--- config.mk ---
export PLATFORM = sky130hd
export DESIGN_NAME = tcm_port_mux_ctrl
export DESIGN_NICKNAME = d
export VERILOG_FILES = /design/src/common/tcm_pkg.sv /design/src/core/tcm_port_mux_ctrl.sv
export SDC_FILE = /design/constraint.sdc
export NUM_CORES = 1
export LEC_CHECK = 0
export ABC_CLOCK_PERIOD_IN_PS = 3550
export BUFFER_PORTS_ARGS = -buffer_cell sky130_fd_sc_hd__buf_2
export CORE_ASPECT_RATIO = 1.5
export CORE_MARGIN = 2
export CORE_UTILIZATION = 50
export CTS_BUF_LIST = sky130_fd_sc_hd__clkbuf_16
export CTS_CLUSTER_DIAMETER = 60
export CTS_CLUSTER_SIZE = 28
export DETAILED_ROUTE_END_ITERATION = 12
export GPL_TIMING_DRIVEN = 0
export HOLD_SLACK_MARGIN = 0.03
export PLACE_DENSITY = 0.89
export SLEW_MARGIN = 20
export SYNTH_ARGS = -nofsm -noshare
export SYNTH_HDL_FRONTEND = slang
export SYNTH_SLANG_ARGS = --single-unit
--- constraint.sdc ---
create_clock -name core_clk -period 3.55 [get_ports core_clk]
set_input_delay 0.71 -clock core_clk [delete_from_list [all_inputs] [get_ports core_clk]]
set_output_delay 0.71 -clock core_clk [all_outputs]
set_load 0.1 [all_outputs]
--- src/common/tcm_pkg.sv ---
// constants and carriers for the type-c port data mux control block
// assumes one 10 MHz core clock and an ahb-lite register port
package tcm_pkg;
   // ===================================================
   // register byte offsets
   localparam logic [7:0] OFS_CTRL  = 8'h00;
   localparam logic [7:0] OFS_SEL   = 8'h04;
   localparam logic [7:0] OFS_XBAR  = 8'h08;
   localparam logic [7:0] OFS_PULL  = 8'h0C;
   localparam logic [7:0] OFS_CMPEN = 8'h10;
   localparam logic [7:0] OFS_STAT  = 8'h14;
   localparam logic [7:0] OFS_INFO  = 8'h18;
   // ===================================================
   // field positions
   localparam int CTRL_XBAR_EN   = 0;
   localparam int CTRL_EP_EN     = 1;
   localparam int CTRL_DCD_EN    = 2;
   localparam int CTRL_LS_ANALOG = 3;
   localparam int SEL_TOP_LSB    = 0;
   localparam int SEL_BOT_LSB    = 4;
   localparam int SEL_SBU_LSB    = 8;
   localparam int XBAR_DIR_LSB   = 8;
   localparam int PULL_DN_LSB    = 8;
   localparam int STAT_LVL_LSB   = 8;
   localparam int INFO_RATE_LSB  = 8;
   // ===================================================
   // reset values and fixed figures
   localparam logic [31:0] CTRL_RST  = 32'h0000_0000;
   localparam logic [31:0] XBAR_RST  = 32'h0000_3F3F;
   localparam logic [7:0]  BB_CLASS  = 8'h11;
   localparam logic [15:0] EP_KBPS   = 16'h05DC;
   localparam logic [1:0]  PAIR_NONE = 2'h3;
   // ===================================================
   // first-stage source codes
   typedef enum logic [2:0] {
      SRC_NONE = 3'h0, SRC_ROOT = 3'h1, SRC_EP   = 3'h2, SRC_SWD  = 3'h3,
      SRC_DBGA = 3'h4, SRC_DBGB = 3'h5, SRC_AUX  = 3'h6, SRC_UART = 3'h7
   } tcm_src_e;
   // switch closures per connector position, one bit per source code
   typedef struct packed {
      logic       sbu_swap;
      logic [7:0] sbu;
      logic [7:0] bot;
      logic [7:0] top;
   } tcm_sw_s;
endpackage : tcm_pkg

--- src/core/tcm_port_mux_ctrl.sv ---
// control logic for the type-c port data multiplexer: switch steering,
// uart crossbar, change comparators, pulls, clamps and endpoint/dcd switching
// assumes an ahb-lite master on core_clk and analog switches driven by the outputs
// Contract
// - top and bottom d+/d- pairs swap with cable orientation
// - sideband crossbar swaps its two pins when cable reversed
// - pair mapping fixed; debug, swd and aux may also use sideband
// - uart0 top pair, uart1 bottom pair, uart2 sideband; tx on first pin
// - firmware routes uart, lowspeed and general pins to any channel
// - each crossbar pin individually set as input or output
// - after reset system uart rx is buffered onto system uart tx
// - uart paths buffered with tri-state; lowspeed pair may be analog
// - enabled port-input comparators interrupt the core on a change
// - each port output has its own pull-up and pull-down select
// - a pin is clamped only while a second-stage path is closed
// - endpoint runs only at low speed 1.5 mbps, endpoint zero
// - endpoint zero advertises the billboard class
// - endpoint drives the lines of the selected connector pair
// - low-speed pull-up is off while transmitting
// - in receive the pull-up sits on the orientation-selected d-
// - data contact detect sources current into selected d+
// - data contact detect pulls the selected d- down
// - charger detection elements are switched into the port mux
//
// The AHB-Lite slave port and the register addresses were decided locally.
`timescale 1ns/1ns
`default_nettype none
module tcm_port_mux_ctrl
   import tcm_pkg::*;
(
   input  wire logic        core_clk,
   input  wire logic        rstn,
   input  wire logic        hsel,
   input  wire logic [31:0] haddr,
   input  wire logic [1:0]  htrans,
   input  wire logic        hwrite,
   input  wire logic [2:0]  hsize,
   input  wire logic [31:0] hwdata,
   input  wire logic        hready,
   output logic             hreadyout,
   output logic [31:0]      hrdata,
   output logic             hresp,
   input  wire logic        orient_flip_pin,
   input  wire logic        ep_transmit,
   input  wire logic [5:0]  port_pin_in,
   input  wire logic [5:0]  xb_pin_in,
   output logic [5:0]       xb_pin_out,
   output logic [5:0]       xb_pin_oe,
   input  wire logic [2:0]  core_serial_in,
   output logic [2:0]       core_serial_out,
   output tcm_sw_s          sw,
   output logic [5:0]       clamp_en,
   output logic [5:0]       pull_up,
   output logic [5:0]       pull_dn,
   output logic [5:0]       cmp_en,
   output logic [1:0]       lowspeed_pullup,
   output logic [1:0]       ep_drive,
   output logic [1:0]       dcd_dplus_current,
   output logic [1:0]       dcd_dminus_pulldown,
   output logic             ls_analog,
   output logic             core_irq
);
   // port pin order: 0 top d+, 1 top d-, 2 bottom d+, 3 bottom d-, 4 sideband a, 5 sideband b
   // crossbar pin order: 0 sys serial rx, 1 sys serial tx, 2 lowspeed_port_to_host,
   // 3 lowspeed_host_to_port, 4 general_pin_one, 5 general_pin_two; pair k = pins 2k, 2k+1

   function automatic logic [7:0] dec_src(input logic [2:0] code, input logic sbu_pos);
      logic [7:0] v;
      v = 8'h01 << code;
      v[0] = 1'b0;
      if (sbu_pos) begin
         v[SRC_ROOT] = 1'b0;
         v[SRC_EP]   = 1'b0;
      end
      return v;
   endfunction : dec_src

   // ===================================================
   // ahb-lite slave, zero wait states
   logic        ph_wr_q;
   logic [7:0]  ph_addr_q;
   logic [31:0] ctrl_q, sel_q, xbar_q, pull_q, cmpen_q;
   logic [5:0]  flag_q;
   logic [5:0]  lvl_q;
   logic        acc;
   logic [31:0] rd_d;

   assign acc = hsel && hready && htrans[1];

   always_ff @(posedge core_clk) begin
      if (!rstn) begin
         ph_wr_q   <= 1'b0;
         ph_addr_q <= 8'h00;
         hreadyout <= 1'b0;
         hresp     <= 1'b0;
      end else begin
         ph_wr_q   <= acc && hwrite;
         ph_addr_q <= haddr[7:0];
         hreadyout <= 1'b1;
         hresp     <= 1'b0;
      end
   end

   always_comb begin
      rd_d = 32'h0000_0000;
      unique case (haddr[7:0])
         OFS_CTRL:  rd_d = ctrl_q;
         OFS_SEL:   rd_d = sel_q;
         OFS_XBAR:  rd_d = xbar_q;
         OFS_PULL:  rd_d = pull_q;
         OFS_CMPEN: rd_d = cmpen_q;
         OFS_STAT:  rd_d = {18'h0, lvl_q, 2'h0, flag_q};
         OFS_INFO:  rd_d = {8'h00, EP_KBPS, BB_CLASS};
         default:   rd_d = 32'h0000_0000;
      endcase
   end

   always_ff @(posedge core_clk) begin
      if (!rstn) hrdata <= 32'h0000_0000;
      else if (acc && !hwrite) hrdata <= rd_d;
   end

   always_ff @(posedge core_clk) begin
      if (!rstn) begin
         ctrl_q  <= CTRL_RST;
         sel_q   <= 32'h0000_0000;
         xbar_q  <= XBAR_RST;
         pull_q  <= 32'h0000_0000;
         cmpen_q <= 32'h0000_0000;
      end else if (ph_wr_q) begin
         if (ph_addr_q == OFS_CTRL)  ctrl_q  <= {28'h0, hwdata[3:0]};
         if (ph_addr_q == OFS_SEL)   sel_q   <= {21'h0, hwdata[10:8], 1'b0, hwdata[6:4], 1'b0, hwdata[2:0]};
         if (ph_addr_q == OFS_XBAR)  xbar_q  <= {18'h0, hwdata[13:8], 2'h0, hwdata[5:0]};
         if (ph_addr_q == OFS_PULL)  pull_q  <= {18'h0, hwdata[13:8], 2'h0, hwdata[5:0]};
         if (ph_addr_q == OFS_CMPEN) cmpen_q <= {26'h0, hwdata[5:0]};
      end
   end

   // ===================================================
   // input synchronisers
   logic       orient_s1, orient_s2, orient_q;
   logic [5:0] port_s1, port_s2, xb_s1, xb_s2;
   logic [2:0] cser_s1, cser_s2;

   always_ff @(posedge core_clk) begin
      if (!rstn) begin
         orient_s1 <= 1'b0;
         orient_s2 <= 1'b0;
         orient_q  <= 1'b0;
         port_s1   <= 6'h00;
         port_s2   <= 6'h00;
         xb_s1     <= 6'h00;
         xb_s2     <= 6'h00;
         cser_s1   <= 3'h0;
         cser_s2   <= 3'h0;
      end else begin
         orient_s1 <= orient_flip_pin;
         orient_s2 <= orient_s1;
         orient_q  <= orient_s2;
         port_s1   <= port_pin_in;
         port_s2   <= port_s1;
         xb_s1     <= xb_pin_in;
         xb_s2     <= xb_s1;
         cser_s1   <= core_serial_in;
         cser_s2   <= cser_s1;
      end
   end

   // ===================================================
   // second-stage steering; everything derives from orient_q in one edge
   logic [7:0] top_v, bot_v, sbu_v;
   logic       ep_top, ep_bot, ep_rx;

   assign top_v = dec_src(orient_q ? sel_q[SEL_BOT_LSB +: 3] : sel_q[SEL_TOP_LSB +: 3], 1'b0);
   assign bot_v = dec_src(orient_q ? sel_q[SEL_TOP_LSB +: 3] : sel_q[SEL_BOT_LSB +: 3], 1'b0);
   assign sbu_v = dec_src(sel_q[SEL_SBU_LSB +: 3], 1'b1);
   assign ep_top = top_v[SRC_EP];
   assign ep_bot = bot_v[SRC_EP];
   assign ep_rx  = ctrl_q[CTRL_EP_EN] && !ep_transmit;

   always_ff @(posedge core_clk) begin
      if (!rstn) begin
         sw                  <= '0;
         clamp_en            <= 6'h00;
         ep_drive            <= 2'h0;
         lowspeed_pullup     <= 2'h0;
         dcd_dplus_current   <= 2'h0;
         dcd_dminus_pulldown <= 2'h0;
      end else begin
         sw.top      <= top_v;
         sw.bot      <= bot_v;
         sw.sbu      <= sbu_v;
         sw.sbu_swap <= orient_q;
         clamp_en    <= {{2{|sbu_v}}, {2{|bot_v}}, {2{|top_v}}};
         ep_drive    <= {ep_bot, ep_top} & {2{ctrl_q[CTRL_EP_EN] && ep_transmit}};
         lowspeed_pullup <= {orient_q, !orient_q} & {2{ep_rx}};
         dcd_dplus_current   <= {orient_q, !orient_q} & {2{ctrl_q[CTRL_DCD_EN]}};
         dcd_dminus_pulldown <= {orient_q, !orient_q} & {2{ctrl_q[CTRL_DCD_EN]}};
      end
   end

   always_ff @(posedge core_clk) begin
      if (!rstn) begin
         pull_up <= 6'h00;
         pull_dn <= 6'h00;
      end else begin
         pull_up <= pull_q[5:0];
         pull_dn <= pull_q[PULL_DN_LSB +: 6];
      end
   end

   // ===================================================
   // digital uart crossbar; channel n feeds the uart source of its fixed pair
   logic [5:0] dir;
   logic [5:0] xo_d, xoe_d;
   logic [2:0] cso_d;
   logic [1:0] pr;

   assign dir = xbar_q[XBAR_DIR_LSB +: 6];

   always_comb begin
      xo_d  = 6'h00;
      xoe_d = 6'h00;
      cso_d = 3'h0;
      pr    = 2'h0;
      for (int n = 0; n < 3; n++) begin
         pr = xbar_q[2*n +: 2];
         if (pr != PAIR_NONE) begin
            // tx toward port comes from the pin of the pair set as input
            cso_d[n] = dir[2*pr] ? xb_s2[2*pr+1] : xb_s2[2*pr];
            xo_d[2*pr]   = cser_s2[n];
            xo_d[2*pr+1] = cser_s2[n];
            xoe_d[2*pr]   = dir[2*pr];
            xoe_d[2*pr+1] = dir[2*pr+1];
         end
      end
      if (!ctrl_q[CTRL_XBAR_EN]) begin
         // daisy-chain bypass until firmware takes the crossbar over
         xo_d  = {4'h0, xb_s2[0], 1'b0};
         xoe_d = 6'h02;
         cso_d = 3'h0;
      end
      if (ctrl_q[CTRL_LS_ANALOG]) xoe_d[3:2] = 2'h0;
   end

   always_ff @(posedge core_clk) begin
      if (!rstn) begin
         xb_pin_out      <= 6'h00;
         xb_pin_oe       <= 6'h00;
         core_serial_out <= 3'h0;
         ls_analog       <= 1'b0;
      end else begin
         xb_pin_out      <= xo_d;
         xb_pin_oe       <= xoe_d;
         core_serial_out <= cso_d;
         ls_analog       <= ctrl_q[CTRL_LS_ANALOG];
      end
   end

   // ===================================================
   // change comparators; a new edge beats a same-cycle clear
   logic [5:0] evt, w1c;

   assign evt = (port_s2 ^ lvl_q) & cmpen_q[5:0];
   assign w1c = (ph_wr_q && ph_addr_q == OFS_STAT) ? hwdata[5:0] : 6'h00;

   always_ff @(posedge core_clk) begin
      if (!rstn) begin
         lvl_q    <= 6'h00;
         flag_q   <= 6'h00;
         cmp_en   <= 6'h00;
         core_irq <= 1'b0;
      end else begin
         lvl_q    <= port_s2;
         flag_q   <= (flag_q & ~w1c) | evt;
         cmp_en   <= cmpen_q[5:0];
         core_irq <= |((flag_q & ~w1c) | evt);
      end
   end
endmodule : tcm_port_mux_ctrl
`default_nettype wire

==> metrics.txt <==
clk sinks=174; number of diodes=0; layout net count=approximately 930; Clock Latency Late Sink=about 0.42 ns; Yosys Warn Count=0; sequential share of the synthesized area=between 50% and 60%; Multi-input gate area=approximately 2700 sq um; via count=around 5300; clock slew seen by the registers of the worst setup and hold paths=0.06 ns; dpl cell area=about 7500 sq um; Fmax achieved=about 350 MHz; clk root buf=clkbuf_16; # setup viols final=0; crit end category=flip-flop; reg2reg path depth=6; Synth-to-Final Area Change=22.5%; Util after Layout=62.3%; crit-path cells=or4_1 -> nor4_1 -> clkbuf_1 -> nand2_1 -> mux2i_1 -> nor2_1; Post-Place Worst Slack=between 0.5 and 0.6 ns; core outline area=between 10000 and 15000 sq um; Static Leak=0.00383 uW; vias in the first global route=~5000; Post-synth EDFFs=0; TritonCTS clock tree=yes; Crit-path slowest cell=nor4_1; largest net degree at the start of global routing=17; layout cell share with drive strength beyond 1=24.3%; worst r2r dst=sel_q[0]; Die Y-Extent=~140 um; dpl hpwl=around 13000 um; Tcrit/Tclk final=81.1%; Worst-Margin Slew=just under 0.9 ns; antenna violations before repair=0; routability cong.=a little over 1; most frequent cells in the layout=dfxtp_1 (174), buf_2 (130), and2_1 (71), nor2_1 (63), nand2_1 (56); Slew Limit Fails=0; RSZ-0062 raised after global routing=no; Num CTS Buffers=17; Routed Antenna Nets=0; Hold Crit Depth=1; worst path required time=approximately 3.8 ns; Rel. slew slack=around two fifths; syn avg cell area=between 9 and 10 sq um; Post-Route WL=between 15000 and 20000 um; vias per cell=5.27; Hold Path End=cser_s2[1]; GR Overflow Total=0; type of origin of the critical path=flip-flop; outcome=finished, final reports clean; Initial DRT Pass Iterations=6; Worst path max stage delay=~0.7 ns; flop2flop setup slack=0.67 ns; Gate Count Post-Synth=around 670; Die ar.=about 14000 sq um; io pins=roughly 200; starting density of the core=between 50% and 60%; initial DRC count=430; PD cells=between 500 and 600 nW/um^2; Die Wd=roughly 97 um; Clock Skew=about 0.0052 ns; Fin. Hold Viols=0; H-tree Lvls=4; first-pass GRT wire length=~26000 um; Min-Delay Startpoint=cser_s1[1]; Worst Path Max Fanout=10; DRC Markers=0; worst setup margin=between 0.6 and 0.7 ns; CP Buf/Inv Count=1; TNS Setup=0 ns; Async S/R FF share, synth=0%; r2r startpoint=ph_addr_q[1]; kind of critical path=flip-flop to flip-flop; mapped cell area=roughly 6600 sq um; synthesized flop and latch total=around 170; most common cell after layout, fill and taps aside=dfxtp_1; minimum clock period=roughly 2.9 ns; Post-CTS Resized=0; PortBufs=128; Row Count=51; gr usage total=between 20% and 30%; postcts setup bufs=0; Synth Flop Type=dfxtp_1; hold-fix buffers at CTS=0; Arrival @ worst endpoint=3.17 ns; # fillers=1026; storage element area=3480 sq um; worst IR drop on VDD=301 uV; Tot Pwr=a little over 4000 uW; Distinct cells, synth=52; final instance area=between 8000 and 9000 sq um; routed length per instance=approximately 17 um; Max clock buf depth=2; Hold WC Path Type=flip-flop to flip-flop; Top Family by Delay on Critical Path=simple AND/OR/NAND/NOR gates; max cap viols=0
-- through the flow --
stage,hold WS (ns),cells
2_1_floorplan,0.412,693
3_3_place_gp,0.414,980
3_5_place_dp,0.418,980
4_1_cts,0.433,1012
5_1_grt,0.445,1012
6_report,0.432,1012
-- layer usage --
metal / up-vias / part of all wire (%) / GRT usage (%)
met3: 61 / 7.1 / 4.98
met4: 0 / 6.0 / 16.4
met1: 2456 / 36 / 26.0
met2: 244 / 51 / 42.7
met5: - / 0 / 0
li1: 2573 / - / -
-- area by class of cell --
class,instances,area share (%)
multi-input combinational,443,34.2
buffer,68,4.67
tap,159,2.48
inverter,8,0.374
clock inverter,15,1.64
clock buffer,17,5.30
sequential,174,43.4
timing repair buffer,128,7.98
-- kinds of logic after synthesis --
group / count (synthesis) / share of synthesized area [%]
flip-flops: 174 / 53.1
buffers and inverters: 76 / 6.18
other: 1 / 0.0572
AO/OA/AOI/OAI: 89 / 8.93
multiplexers: 66 / 10.6
XOR/XNOR: 6 / 0.802
AND/OR/NAND/NOR: 261 / 20.2
-- synth_stat cells, types with 2 or more instances --
cell / instances / area share [%]
o2bb2ai_1: 2 / 0.27
nand3_1: 16 / 1.2
inv_1: 8 / 0.46
o31a_1: 2 / 0.27
o22ai_1: 4 / 0.38
buf_4: 31 / 3.5
a211oi_1: 4 / 0.46
mux4_2: 2 / 0.69
a22oi_1: 14 / 1.6
and3_1: 5 / 0.48
nand2_1: 56 / 3.2
mux2i_1: 54 / 8.2
dfxtp_1: 174 / 53
and2_1: 71 / 6.8
nand3b_1: 4 / 0.46
or2_2: 4 / 0.38
nor2_1: 63 / 3.6
a21boi_0: 2 / 0.23
buf_1: 4 / 0.23
o21ai_0: 17 / 1.3
a21oi_1: 22 / 1.7
nand2b_1: 4 / 0.38
nor3_1: 13 / 0.99
nor4_1: 3 / 0.29
nor3b_1: 4 / 0.46
a32oi_1: 2 / 0.27
a2bb2oi_1: 2 / 0.27
a221o_1: 3 / 0.46
or4_1: 2 / 0.23
clkbuf_1: 30 / 1.7
nor2b_1: 7 / 0.67
buf_2: 2 / 0.15
xor2_1: 6 / 0.80
nor4b_1: 2 / 0.27
a31oi_1: 8 / 0.76
mux2_2: 10 / 1.7
-- registers in the layout (all words and copies together) (netlist names), 8 cells and up --
signal	count
sw	20
hrdata	14
pull_q	12
xbar_q	12
sel_q	9
ph_addr_q	8
-- worst reg2reg max path, cell delays in order, from the launching register on --
cell	delay (ns)
dfxtp_1	0.30
or4_1	0.56
nor4_1	0.69
clkbuf_1	0.45
nand2_1	0.41
mux2i_1	0.28
nor2_1	0.05
-- where the power goes --
part	total (uW)	internal (uW)	switching, uW
Combinational	310	79.0	231
Clock	1740	1020	723
Sequential	2000	1980	14.3
-- worst max-delay path by stage --
stage | startpoint | end | slack [ns] | cells after the start
after floorplan | ph_addr_q[1] | core_irq | 1.10 | 6
after global placement | haddr[2] | hrdata[6] | 0.59 | 6
after detailed placement | haddr[2] | hrdata[6] | 0.59 | 6
after CTS | ph_addr_q[1] | sel_q[5] | 0.78 | 6
after global routing | ph_addr_q[1] | sel_q[0] | 0.58 | 6
final | ph_addr_q[1] | sel_q[0] | 0.67 | 6
Note: power is estimated with default switching activity, not from simulation.
